**config.mk**
```make
export PLATFORM = sky130hd
export DESIGN_NAME = ccj_ctrl
export DESIGN_NICKNAME = d
export VERILOG_FILES = /design/src/rtl/ccj_ctrl.v /design/src/rtl/ccj_skid_buf.v
export VERILOG_INCLUDE_DIRS = /design/src /design/src/rtl
export SDC_FILE = /design/constraint.sdc
export NUM_CORES = 1
export LEC_CHECK = 0
export ABC_AREA = 1
export ABC_CLOCK_PERIOD_IN_PS = 1700
export BUFFER_PORTS_ARGS = -buffer_cell sky130_fd_sc_hd__buf_2
export CAP_MARGIN = 10
export CORE_UTILIZATION = 35
export CTS_CLUSTER_SIZE = 40
export DETAILED_ROUTE_END_ITERATION = 12
export SLEW_MARGIN = 10
export SYNTH_ARGS = -nofsm -noshare
export SYNTH_HDL_FRONTEND = slang
export SYNTH_HIERARCHICAL = 1
export SYNTH_SLANG_ARGS = --single-unit
export TNS_END_PERCENT = 10
```
**constraint.sdc**
```tcl
create_clock -name sys_clk -period 1.7 [get_ports sys_clk]
set_input_delay 0.34 -clock sys_clk [delete_from_list [all_inputs] [get_ports sys_clk]]
set_output_delay 0.34 -clock sys_clk [all_outputs]
set_load 0.1 [all_outputs]
```
**src/rtl/ccj_regs.vh**
```
// Constants of the coax collision and jabber control block.
// Assumes a 10 MHz system clock; counts derive from the times below.
`ifndef CCJ_REGS_VH
`define CCJ_REGS_VH

`define CCJ_CLK_HZ            10000000
// Times as printed, in their own units
`define CCJ_HB_DELAY_NS       1100
`define CCJ_HB_WIDTH_NS       1000
`define CCJ_TX_END_NS         300
`define CCJ_JAB_LIMIT_MS      20
`define CCJ_UNJAB_MS          500
// Cycle counts derived from the times above
`define CCJ_HB_DELAY_CYC      ((`CCJ_HB_DELAY_NS * (`CCJ_CLK_HZ / 1000000)) / 1000)
`define CCJ_HB_WIDTH_CYC      ((`CCJ_HB_WIDTH_NS * (`CCJ_CLK_HZ / 1000000)) / 1000)
`define CCJ_TX_END_CYC       ((`CCJ_TX_END_NS * (`CCJ_CLK_HZ / 1000000)) / 1000)
`define CCJ_JAB_LIMIT_CYC     (`CCJ_JAB_LIMIT_MS * (`CCJ_CLK_HZ / 1000))
`define CCJ_UNJAB_CYC         (`CCJ_UNJAB_MS * (`CCJ_CLK_HZ / 1000))
// Buffer depth
`define CCJ_BUF_DEPTH         2

`endif

```
**src/rtl/ccj_ctrl.v**
```verilog
// Collision signalling, heartbeat and jabber watchdog of a coax transceiver.
// Assumes the 10 MHz clock is the internal oscillator and that the squelch
// comparators and collision comparator deliver levels synchronous to it.
`timescale 1ns/10ps
`default_nettype none
`include "ccj_regs.vh"

// Notes on behaviour
// - Collision output is active whenever the comparator reports a collision level.
// - After transmission ends, heartbeat burst starts about 1.1 us later, lasts 1 us.
// - Heartbeat only when heartbeat select is high; otherwise never.
// - The 10 MHz clock drives collision output and times all jabber periods.
// - Collision pair toggles at oscillator rate during collision, jabber or heartbeat.
// - With no condition active the collision pair rests at zero differential.
// - Transmit active longer than 20 ms inhibits coax drive: jabber fault.
// - Collision indication stays asserted for the whole jabber fault.
// - After the fault clears, transmit stays inhibited for about 500 ms.
// - Squelch-qualified transmit data goes to coax drive unless jabber inhibits.
// - Transmit input idle for over 300 ns ends transmission, starting heartbeat delay.
module ccj_ctrl #(
   parameter JAB_LIMIT_CYC = `CCJ_JAB_LIMIT_CYC,
   parameter UNJAB_CYC     = `CCJ_UNJAB_CYC,
   parameter TIMER_W       = 23
) (
   input  wire sys_clk,
   input  wire reset,
   input  wire tx_data_in,
   input  wire tx_squelch_ok,
   output wire tx_ready,
   input  wire collision_cmp,
   input  wire heartbeat_select,
   output reg  coax_drive_output,
   output reg  coax_drive_en,
   output reg  collision_out_pos,
   output reg  collision_out_neg,
   output reg  collision_active,
   output reg  jabber_fault,
   output reg  tx_inhibit
);

   // ----------------------------------------------------------------
   // Constants and states
   // ----------------------------------------------------------------
   localparam HB_DELAY_N = `CCJ_HB_DELAY_CYC;
   localparam HB_WIDTH_N = `CCJ_HB_WIDTH_CYC;
   localparam TX_END_N   = `CCJ_TX_END_CYC;
   localparam [7:0] HB_DELAY = HB_DELAY_N[7:0];
   localparam [7:0] HB_WIDTH = HB_WIDTH_N[7:0];
   localparam [7:0] TX_END   = TX_END_N[7:0];
   localparam [TIMER_W-1:0] JAB_LIM = JAB_LIMIT_CYC[TIMER_W-1:0];
   localparam [TIMER_W-1:0] UNJAB   = UNJAB_CYC[TIMER_W-1:0];

   localparam [1:0] JS_IDLE  = 2'h0;
   localparam [1:0] JS_FAULT = 2'h1;
   localparam [1:0] JS_UNJAB = 2'h2;

   localparam [1:0] HS_IDLE  = 2'h0;
   localparam [1:0] HS_WAIT  = 2'h1;
   localparam [1:0] HS_BURST = 2'h2;

   reg [1:0]         jab_state_reg;
   reg [TIMER_W-1:0] jab_cnt_reg;
   reg               tx_active_reg;
   reg [7:0]         idle_cnt_reg;
   reg [1:0]         hb_state_reg;
   reg [7:0]         hb_cnt_reg;
   reg               osc_reg;
   reg               hb_on;
   reg               tx_end;

   wire       buf_valid;
   wire [1:0] buf_data;
   wire       qual_data;
   wire       qual_act;

   // ----------------------------------------------------------------
   // Transmit path buffer
   // ----------------------------------------------------------------
   // Output stage always drains; buffer only fills if that ever changes.
   ccj_skid_buf #(
      .WIDTH (2)
   ) u_buf (
      .sys_clk   (sys_clk),
      .reset     (reset),
      .in_valid  (1'b1),
      .in_ready  (tx_ready),
      .in_data   ({tx_squelch_ok, tx_data_in}),
      .out_valid (buf_valid),
      .out_ready (1'b1),
      .out_data  (buf_data)
   );

   assign qual_act  = buf_valid & buf_data[1];
   assign qual_data = buf_data[0];

   // ----------------------------------------------------------------
   // Transmit activity and end detection
   // ----------------------------------------------------------------
   always @(posedge sys_clk or posedge reset) begin
      if (reset) begin
         tx_active_reg <= 1'b0;
         idle_cnt_reg  <= 8'h00;
         tx_end        <= 1'b0;
      end else begin
         tx_end <= 1'b0;
         if (qual_act) begin
            tx_active_reg <= 1'b1;
            idle_cnt_reg  <= 8'h00;
         end else if (tx_active_reg) begin
            if (idle_cnt_reg >= TX_END) begin
               tx_active_reg <= 1'b0;
               tx_end        <= 1'b1;
            end else
               idle_cnt_reg <= idle_cnt_reg + 8'h01;
         end
      end
   end

   // ----------------------------------------------------------------
   // Jabber watchdog
   // ----------------------------------------------------------------
   always @(posedge sys_clk or posedge reset) begin
      if (reset) begin
         jab_state_reg <= JS_IDLE;
         jab_cnt_reg   <= {TIMER_W{1'b0}};
      end else begin
         case (jab_state_reg)
            JS_IDLE: begin
               if (!tx_active_reg)
                  jab_cnt_reg <= {TIMER_W{1'b0}};
               else if (jab_cnt_reg >= JAB_LIM) begin
                  jab_state_reg <= JS_FAULT;
                  jab_cnt_reg   <= {TIMER_W{1'b0}};
               end else
                  jab_cnt_reg <= jab_cnt_reg + 1'b1;
            end
            JS_FAULT: begin
               if (!tx_active_reg)
                  jab_state_reg <= JS_UNJAB;
            end
            JS_UNJAB: begin
               if (tx_active_reg) begin
                  jab_state_reg <= JS_FAULT;
                  jab_cnt_reg   <= {TIMER_W{1'b0}};
               end else if (jab_cnt_reg >= UNJAB - 1'b1) begin
                  jab_state_reg <= JS_IDLE;
                  jab_cnt_reg   <= {TIMER_W{1'b0}};
               end else
                  jab_cnt_reg <= jab_cnt_reg + 1'b1;
            end
            default: begin
               jab_state_reg <= JS_IDLE;
               jab_cnt_reg   <= {TIMER_W{1'b0}};
            end
         endcase
      end
   end

   // ----------------------------------------------------------------
   // Heartbeat generator
   // ----------------------------------------------------------------
   always @(posedge sys_clk or posedge reset) begin
      if (reset) begin
         hb_state_reg <= HS_IDLE;
         hb_cnt_reg   <= 8'h00;
      end else begin
         case (hb_state_reg)
            HS_IDLE: begin
               if (tx_end && heartbeat_select) begin
                  hb_state_reg <= HS_WAIT;
                  hb_cnt_reg   <= 8'h00;
               end
            end
            HS_WAIT: begin
               if (hb_cnt_reg >= HB_DELAY - 8'h01) begin
                  hb_state_reg <= HS_BURST;
                  hb_cnt_reg   <= 8'h00;
               end else
                  hb_cnt_reg <= hb_cnt_reg + 8'h01;
            end
            HS_BURST: begin
               if (hb_cnt_reg >= HB_WIDTH - 8'h01) begin
                  hb_state_reg <= HS_IDLE;
                  hb_cnt_reg   <= 8'h00;
               end else
                  hb_cnt_reg <= hb_cnt_reg + 8'h01;
            end
            default: begin
               hb_state_reg <= HS_IDLE;
               hb_cnt_reg   <= 8'h00;
            end
         endcase
      end
   end

   always @* begin
      hb_on = (hb_state_reg == HS_BURST) && heartbeat_select;
   end

   // ----------------------------------------------------------------
   // Outputs
   // ----------------------------------------------------------------
   always @(posedge sys_clk or posedge reset) begin
      if (reset) begin
         osc_reg           <= 1'b0;
         collision_out_pos <= 1'b0;
         collision_out_neg <= 1'b0;
         collision_active  <= 1'b0;
         jabber_fault      <= 1'b0;
         tx_inhibit        <= 1'b0;
         coax_drive_output <= 1'b0;
         coax_drive_en     <= 1'b0;
      end else begin
         osc_reg      <= ~osc_reg;
         jabber_fault <= (jab_state_reg == JS_FAULT);
         tx_inhibit   <= (jab_state_reg != JS_IDLE);
         collision_active <= collision_cmp || hb_on
                             || (jab_state_reg == JS_FAULT);
         if (collision_cmp || hb_on || (jab_state_reg == JS_FAULT)) begin
            collision_out_pos <= ~osc_reg;
            collision_out_neg <= osc_reg;
         end else begin
            collision_out_pos <= 1'b0;
            collision_out_neg <= 1'b0;
         end
         if (qual_act && (jab_state_reg == JS_IDLE) && !(tx_active_reg
             && jab_cnt_reg >= JAB_LIM)) begin
            coax_drive_output <= qual_data;
            coax_drive_en     <= 1'b1;
         end else begin
            coax_drive_output <= 1'b0;
            coax_drive_en     <= 1'b0;
         end
      end
   end

endmodule

`default_nettype wire

```
**src/rtl/ccj_skid_buf.v**
```verilog
// Two-entry buffer with valid/ready on both sides.
// Assumes one clock; the drain side may stall at any time.
`timescale 1ns/10ps
`default_nettype none

module ccj_skid_buf #(
   parameter WIDTH = 1
) (
   input  wire             sys_clk,
   input  wire             reset,
   input  wire             in_valid,
   output wire             in_ready,
   input  wire [WIDTH-1:0] in_data,
   output wire             out_valid,
   input  wire             out_ready,
   output wire [WIDTH-1:0] out_data
);

   reg [WIDTH-1:0] mem_reg [0:1];
   reg             wr_ptr_reg;
   reg             rd_ptr_reg;
   reg [1:0]       count_reg;
   wire            push;
   wire            pop;

   assign in_ready  = (count_reg != 2'h2);
   assign out_valid = (count_reg != 2'h0);
   assign out_data  = mem_reg[rd_ptr_reg];
   assign push      = in_valid & in_ready;
   assign pop       = out_valid & out_ready;

   always @(posedge sys_clk or posedge reset) begin
      if (reset) begin
         mem_reg[0] <= {WIDTH{1'b0}};
         mem_reg[1] <= {WIDTH{1'b0}};
         wr_ptr_reg <= 1'b0;
         rd_ptr_reg <= 1'b0;
         count_reg  <= 2'h0;
      end else begin
         if (push) begin
            mem_reg[wr_ptr_reg] <= in_data;
            wr_ptr_reg          <= ~wr_ptr_reg;
         end
         if (pop)
            rd_ptr_reg <= ~rd_ptr_reg;
         if (push & ~pop)
            count_reg <= count_reg + 2'h1;
         else if (pop & ~push)
            count_reg <= count_reg - 2'h1;
      end
   end

endmodule

`default_nettype wire

```
==> results of run 1 <==
cell families after synthesis:
group                      Yosys count
buffers and inverters               83
other                                1
DFF                                 61
xor gates and xnor gates            18
and+or+nand+nor                    293
adders and majority gates           12
muxes                                2
AOI/OAI and AO/OA                   13
per-layer routing:
| metal | GRT usage (%) | wire [µm] | vias to the layer above |
|---|---|---|---|
| met2 | 23.7 | 3300 | 57 |
| li1 | - | - | 1542 |
| met5 | 0 | 0 | - |
| met4 | 7.47 | 158 | 0 |
| met3 | 3.69 | 307 | 18 |
| met1 | 20.7 | 3610 | 1356 |
final timing paths:
| check | from | end | cells past startpoint |
|---|---|---|---|
| max | jab_cnt_reg[0]$_DFFE_PP0N_ | jab_cnt_reg[4]$_DFFE_PP0N_ | 12 |
| max reg2reg | jab_cnt_reg[0]$_DFFE_PP0N_ | jab_cnt_reg[4]$_DFFE_PP0N_ | 12 |
| min in group asynchronous | reset | u_buf/count_reg[1]$_DFFE_PP0P_ | 3 |
| min reg2reg | osc_reg$_DFF_PP0_ | collision_out_pos$_DFF_PP0_ | 1 |
| max in group asynchronous | reset | jab_cnt_reg[2]$_DFFE_PP0N_ | 4 |
| min | collision_cmp | collision_active$_DFF_PP0_ | 3 |
area by class of cell:
cell class                      instances  area (µm²)
Inverter                               76         285
Sequential cell                        61        1530
Multi-Input combinational cell        350        1760
Timing Repair Buffer                   31         218
Clock inverter                          7        97.6
Tap cell                              133         166
Fill cell                            1007        5600
Clock buffer                            9         124
worst max-delay path: stages (launching register included):
cell                      delay (ns)
sky130_fd_sc_hd__dfrtp_1        0.37
sky130_fd_sc_hd__buf_4          0.14
sky130_fd_sc_hd__inv_1          0.07
sky130_fd_sc_hd__nor2_4         0.13
sky130_fd_sc_hd__nand2_1        0.07
sky130_fd_sc_hd__nand2_1        0.06
sky130_fd_sc_hd__nand2_1        0.04
sky130_fd_sc_hd__nand2_1        0.06
sky130_fd_sc_hd__nand2_1        0.09
sky130_fd_sc_hd__nand2_4        0.19
sky130_fd_sc_hd__nand2_4        0.11
sky130_fd_sc_hd__nand2_1        0.08
sky130_fd_sc_hd__nand2_1        0.05
what timing repair did:
action | CTS | global route
endpoints found under the setup margin | 12 | 25
resized for setup | 2 | 9
setup buffers | 0 | 3
endpoints found under the hold margin | 8 | 0
pin swaps | 0 | 5
hold buffers | 1 | 0
gates cloned | 0 | 3
per-stage QoR:
step / instances / cell area, µm²
2_1_floorplan: 491 / 3550
5_1_grt: 667 / 4180
3_5_place_dp: 644 / 3850
6_report: 667 / 4180
3_3_place_gp: 644 / 3850
4_1_cts: 661 / 4090
report_power, final:
part / total (µW) / internal (µW) / switching, µW
sequential: 1930 / 1710 / 217
clock: 1480 / 832 / 645
combinational: 1760 / 585 / 1180
layout by cell type, fill, tap and decap left out, types with 2 or more instances in the layout:
master                       count
sky130_fd_sc_hd__ha_1           11
sky130_fd_sc_hd__inv_1          74
sky130_fd_sc_hd__nand3_1        24
sky130_fd_sc_hd__nand2_2        11
sky130_fd_sc_hd__nand3_2         2
sky130_fd_sc_hd__clkbuf_8        9
sky130_fd_sc_hd__nand4_1         8
sky130_fd_sc_hd__buf_2          12
sky130_fd_sc_hd__nand2_4         5
sky130_fd_sc_hd__nor2_4          3
sky130_fd_sc_hd__nand2_1       170
sky130_fd_sc_hd__conb_1          9
sky130_fd_sc_hd__xnor2_1         4
sky130_fd_sc_hd__o21ai_0         7
sky130_fd_sc_hd__mux2_2          2
sky130_fd_sc_hd__dfrtp_1        59
sky130_fd_sc_hd__nor2_1         54
sky130_fd_sc_hd__xor2_1         14
sky130_fd_sc_hd__bufinv_16       2
sky130_fd_sc_hd__clkinvlp_4      2
sky130_fd_sc_hd__nor2_2          2
sky130_fd_sc_hd__buf_4          17
sky130_fd_sc_hd__nor3_1         10
sky130_fd_sc_hd__inv_2           2
sky130_fd_sc_hd__dfrtp_2         2
sky130_fd_sc_hd__inv_6           2
sky130_fd_sc_hd__a21oi_1         5
==> impl_metrics.ini, run 1 <==
[sta]
clock.fmax_mhz = 627
timing.hold.ws_ns = 0.208
period_needed_ns = 1.60
worst_slack_ns = 0.105
worst_clock_skew_ns = 0.00808
grt_setup_unrepaired = yes
post-route-period-util_pct = 93.8
setup_tns_ns = 0
final_hold_violation_count = 0
final_max_slew_viol_count = 0
setup_viol = 0

[worst_setup_path]
critical_path.startpoint_type = flip-flop
crit_fanout = 7
timing_worst_setup_path_type = reg2reg
crit_arrival_ns = 1.84
critical_path.endpoint_type = flip-flop
worst-endpoint-required_ns = 1.95
reg2reg_slack_ns = 0.10

[drt]
drt_wl_total_mm = 7.37
detailedRoute.firstPassIterationCount = 5
postRouteAntennaNets = 0
routed_wire_per_std_cell_um = 11.1
route.detailed.vias_per_inst = 4.46
drt-initial-drc-count = 115
route.detailed.drc = 0
number_of_vias_in_the_routed_layout = 2973

[yosys]
netlist_top_cells_count = sky130_fd_sc_hd__nand2_1 (170), sky130_fd_sc_hd__inv_1 (75), sky130_fd_sc_hd__dfrtp_1 (61)
synth_async_sr_flop_share_pct = 100
top_cell_type_by_total_area_after_synthesis = sky130_fd_sc_hd__dfrtp_1
netlist-cell-type-count = 29
synth_largest_type_area_fraction_pct = 43.4
synth_edf_count = 0
synth.most_common_cell = sky130_fd_sc_hd__nand2_1
synth_adder_area_share_pct = 4.27
synth.top_cells.by_area = sky130_fd_sc_hd__dfrtp_1 (43%), sky130_fd_sc_hd__nand2_1 (18%), sky130_fd_sc_hd__inv_1 (8.0%)
synth_ff_type = sky130_fd_sc_hd__dfrtp_1
syn-instance-count = 483
yosys-mux-area-fraction_pct = 0.641
compound_cell_area_share_of_the_yosys_netlist_pct = 1.85
largest_family_of_logic_cells_by_synthesized_area = simple AND/OR/NAND/NOR gates
post_synth.cell_area_avg_um2 = 7.28
netlist_area_um2 = 3520
synth_seq_area_share_pct = 43.4
ff_latch_count_synth = 61
synth_simple_gate_area_share_pct = 35.9
yosys_warnings = 6
area_share_of_xor_xnor_cells_in_the_synthesized_design_pct = 4.48

[layout]
finalCoreUtilization_pct = 42.8
area_delta_synth_final_pct = 18.9
n_antenna_cell = 0
largest_reg_flops = 23
drive_above_1_share_pct = 15.0
final_net_count = 547

[power_and_ir_drop]
power_density_nw_per_um2 = 1240
total_power_uw = 5170
worst_ir_drop_vdd_v = 0.00101
leakagePower_uw = 0.00227

[floorplanning]
design.die.area_um2 = 10500
die_width_um = 102
initial_core_util_pct = 36.0
core-area_um2 = 9770
num_rows = 36
die_height_um = 102
design.portCount = 14

[clock_tree]
cts-root-buf = sky130_fd_sc_hd__clkbuf_8
cts.reportedPaths.clkPinSlew_ns = 0.08
htree_num_levels = 3
number_of_clock_buffers_inserted_by_tritoncts = 9
tritoncts = yes
ctsLongestPathBuffers = 2
clock_insertion_delay_worst_skew_ns = 0.35
clock_sinks = 61

[placement]
place_worst_setup_slack_ns = 0.0255
detailed_place_hpwl_mm = 5.15
gp_congestion = 0.926
buffer_ports.inserted = 13

[grt]
grt_first_pass_wirelength_mm = 12.5
grt.overflow.total = 0
grt_start_max_net_pins = 54
antenna_violations_before_repair = 0
track_usage_pct = 15.5
via_count_of_the_first_global_routing_pass = 2845

[status]
run_status = complete, no violations

[min_path]
worst_min_delay_path_class = in2reg

[run]
maxCapViolCount = 0
Note: power is estimated with default switching activity, not from simulation.
==> run 2: changes to the inputs <==
ABC_AREA = not set   (was 1)
CTS_CLUSTER_DIAMETER = 200   (was not set)
==> run 2 against run 1 <==
Net effect: die area fell by 5.3%; the run now ends with setup timing left; via count decreased by 7.7%; final cell count fell by 16%; highest routed layer unchanged; first-iteration DRC count fell by 4.3%; sequential power about the same; sequential cell count did not move; combinational power up 32%.
==> impl_metrics.ini, run 2 <==
[yosys]
netlist_top_cells_count = sky130_fd_sc_hd__dfrtp_1 (61), sky130_fd_sc_hd__nand2_1 (61), sky130_fd_sc_hd__nor2_1 (29)
top_cell_type_by_total_area_after_synthesis = sky130_fd_sc_hd__dfrtp_1
synth_seq_area_share_pct = 45.9
yosys_warnings = 6
synth_edf_count = 0
post_synth.cell_area_avg_um2 = 9.61
syn-instance-count = 346
ff_latch_count_synth = 61
netlist_area_um2 = 3320
synth_largest_type_area_fraction_pct = 45.9
netlist-cell-type-count = 57
synth.top_cells.by_area = sky130_fd_sc_hd__dfrtp_1 (46%), sky130_fd_sc_hd__nand2_1 (6.9%), sky130_fd_sc_hd__ha_1 (4.5%)
synth_ff_type = sky130_fd_sc_hd__dfrtp_1
synth_async_sr_flop_share_pct = 100

[worst_setup_path]
critical_path.startpoint_type = flip-flop
critical_path_slowest_stage_cell = sky130_fd_sc_hd__dfrtp_2
critical-path-max-stage-delay_ns = 0.44
worst-endpoint-required_ns = 1.93
critical_path.endpoint_type = flip-flop
timing.critical_path.cells = and4_1, o41ai_2, a21oi_1, a211oi_2, buf_6, nor3_1, o21a_1
worst_r2r_startpoint = jab_cnt_reg[9]$_DFFE_PP0N_
crit_arrival_ns = 2.08
timing_worst_setup_path_type = reg2reg
path_buf_inv = 1
crit_fanout = 10
critical_path_s_top_delay_family = compound AO/OA/AOI/OAI gates
critPathLaunch = jab_cnt_reg[9]$_DFFE_PP0N_

[sta]
worst_clock_skew_ns = 0.00931
setup_viol = 29
timing.hold.ws_ns = 0.223
final_hold_violation_count = 0
worst_slack_ns = -0.145
post-route-period-util_pct = 109
final_max_slew_viol_count = 0
clock.fmax_mhz = 542
period_needed_ns = 1.84
grt_setup_unrepaired = yes

[placement]
postPlaceCellArea_um2 = 3940
buffer_ports.inserted = 13
gp_congestion = 0.852
detailed_place_hpwl_mm = 5.07

[clock_tree]
clock_sinks = 61
tritoncts = yes
number_of_clock_buffers_inserted_by_tritoncts = 9
ctsLongestPathBuffers = 2
cts.reportedPaths.clkPinSlew_ns = 0.07
clock_insertion_delay_worst_skew_ns = 0.34
cts-root-buf = sky130_fd_sc_hd__clkbuf_8
htree_num_levels = 3

[floorplanning]
design.portCount = 14
die_height_um = 99.5
core-area_um2 = 9240
initial_core_util_pct = 36.0
num_rows = 35
design.die.area_um2 = 9890
die_width_um = 99.5

[layout]
area_delta_synth_final_pct = 32.1
n_antenna_cell = 0
most-common-layout-cells = sky130_fd_sc_hd__buf_4 (61), sky130_fd_sc_hd__nand2_1 (60), sky130_fd_sc_hd__dfrtp_1 (60)
layout_commonest_cell = sky130_fd_sc_hd__buf_4
final_area_um2 = 4390
final_net_count = 446
drive_above_1_share_pct = 35.6
largest_reg_flops = 23
filler_cell_count = 868

[drt]
drt_wl_total_mm = 7.38
route.detailed.drc = 0
route.detailed.vias_per_inst = 4.89
number_of_vias_in_the_routed_layout = 2744
detailedRoute.firstPassIterationCount = 4
drt-initial-drc-count = 110
postRouteAntennaNets = 0
routed_wire_per_std_cell_um = 13.1

[run]
maxCapViolCount = 0

[grt]
antenna_violations_before_repair = 0
grt_first_pass_wirelength_mm = 13.0
via_count_of_the_first_global_routing_pass = 2824
grt_start_max_net_pins = 30
grt.overflow.total = 0
track_usage_pct = 16.6

[power_and_ir_drop]
power_density_nw_per_um2 = 1300
worst_ir_drop_vdd_v = 0.00102
internal-power_uw = 3660
swShare_pct = 35.8
leakagePower_uw = 0.00217
clock_power_share_pct = 25.9
register_share_of_total_power_pct = 33.3
switchingPower_uw = 2040
comb_power_share_pct = 40.8

[status]
run_status = finished, violations left
failed_checks = setup timing

[min_path]
worst_min_delay_path_class = in2reg
hp-start = collision_cmp
[run 2: cell type report]
type	instances	area, µm²	share of cell area [%]
clock inverter	3	68.8	1.57
inverter	12	45.0	1.03
multi-input combinational	263	1810	41.3
sequential	61	1530	34.8
tap	129	161	3.67
clock buffer	12	155	3.53
timing repair buffer	81	621	14.1
[run 2: worst register-to-register path, delay by kind of cell (launching register included)]
kind / cells / cell delay [ns]
AND/OR/NAND/NOR: 2 / 0.29
AO/OA/AOI/OAI: 4 / 0.80
buffers and inverters: 1 / 0.23
flip-flops: 1 / 0.44
[run 2: metrics by stage]
step	TNS (ns)	worst slack, ns	std cells	utilization [%]	total power, µW
floorplan	-1.14	-0.0822	349	-	3310
global placement	-2.34	-0.157	538	42.7	3890
detailed placement	-3.41	-0.197	538	42.7	3950
CTS	-2.03	-0.126	559	46.5	5640
global route	-5.20	-0.237	561	47.5	6060
finish	-1.81	-0.145	561	47.5	5700
[run 2: power groups by stage]
stage          Combinational (µW)  Clock [µW]  Sequential, µW
2_1_floorplan                1220           0            2090
3_3_place_gp                 1970           0            1910
3_5_place_dp                 2030           0            1920
4_1_cts                      2240        1500            1890
5_1_grt                      2570        1570            1930
6_report                     2330        1470            1900
[run 2: cells by family after synthesis]
logic type,after synthesis,synth area share [%]
XOR/XNOR,12,3.16
AND/OR/NAND/NOR,168,26.8
flip-flops,61,45.9
multiplexers,7,2.56
buffers and inverters,26,4.40
AO/OA/AOI/OAI,59,12.5
adder cells (fa/ha/maj),12,4.52
other,1,0.113
[run 2: path summary, 6_finish.rpt]
check	end	slack, ns	cells past startpoint
setup / recovery	jab_state_reg[0]$_DFFE_PP0P_	-0.14	7
hold / removal	collision_active$_DFF_PP0_	0.22	3
setup reg to reg	jab_state_reg[0]$_DFFE_PP0P_	-0.14	7
hold reg to reg	collision_out_pos$_DFF_PP0_	0.43	1
max in group asynchronous	jab_cnt_reg[9]$_DFFE_PP0N_	0.68	4
min in group asynchronous	osc_reg$_DFF_PP0_	0.50	3
[run 2: layer usage]
metal	routed length, µm	track usage, %
met5	0	0
met1	3520	21.0
met2	3530	27.1
met4	179	9.84
met3	151	2.39
[run 2: what timing repair did]
action	CTS	global route
endpoints found under the setup margin	32	38
setup buffers	4	1
hold buffers	1	0
resized for setup	22	21
gates cloned	1	1
pin swaps	15	13
endpoints found under the hold margin	19	0
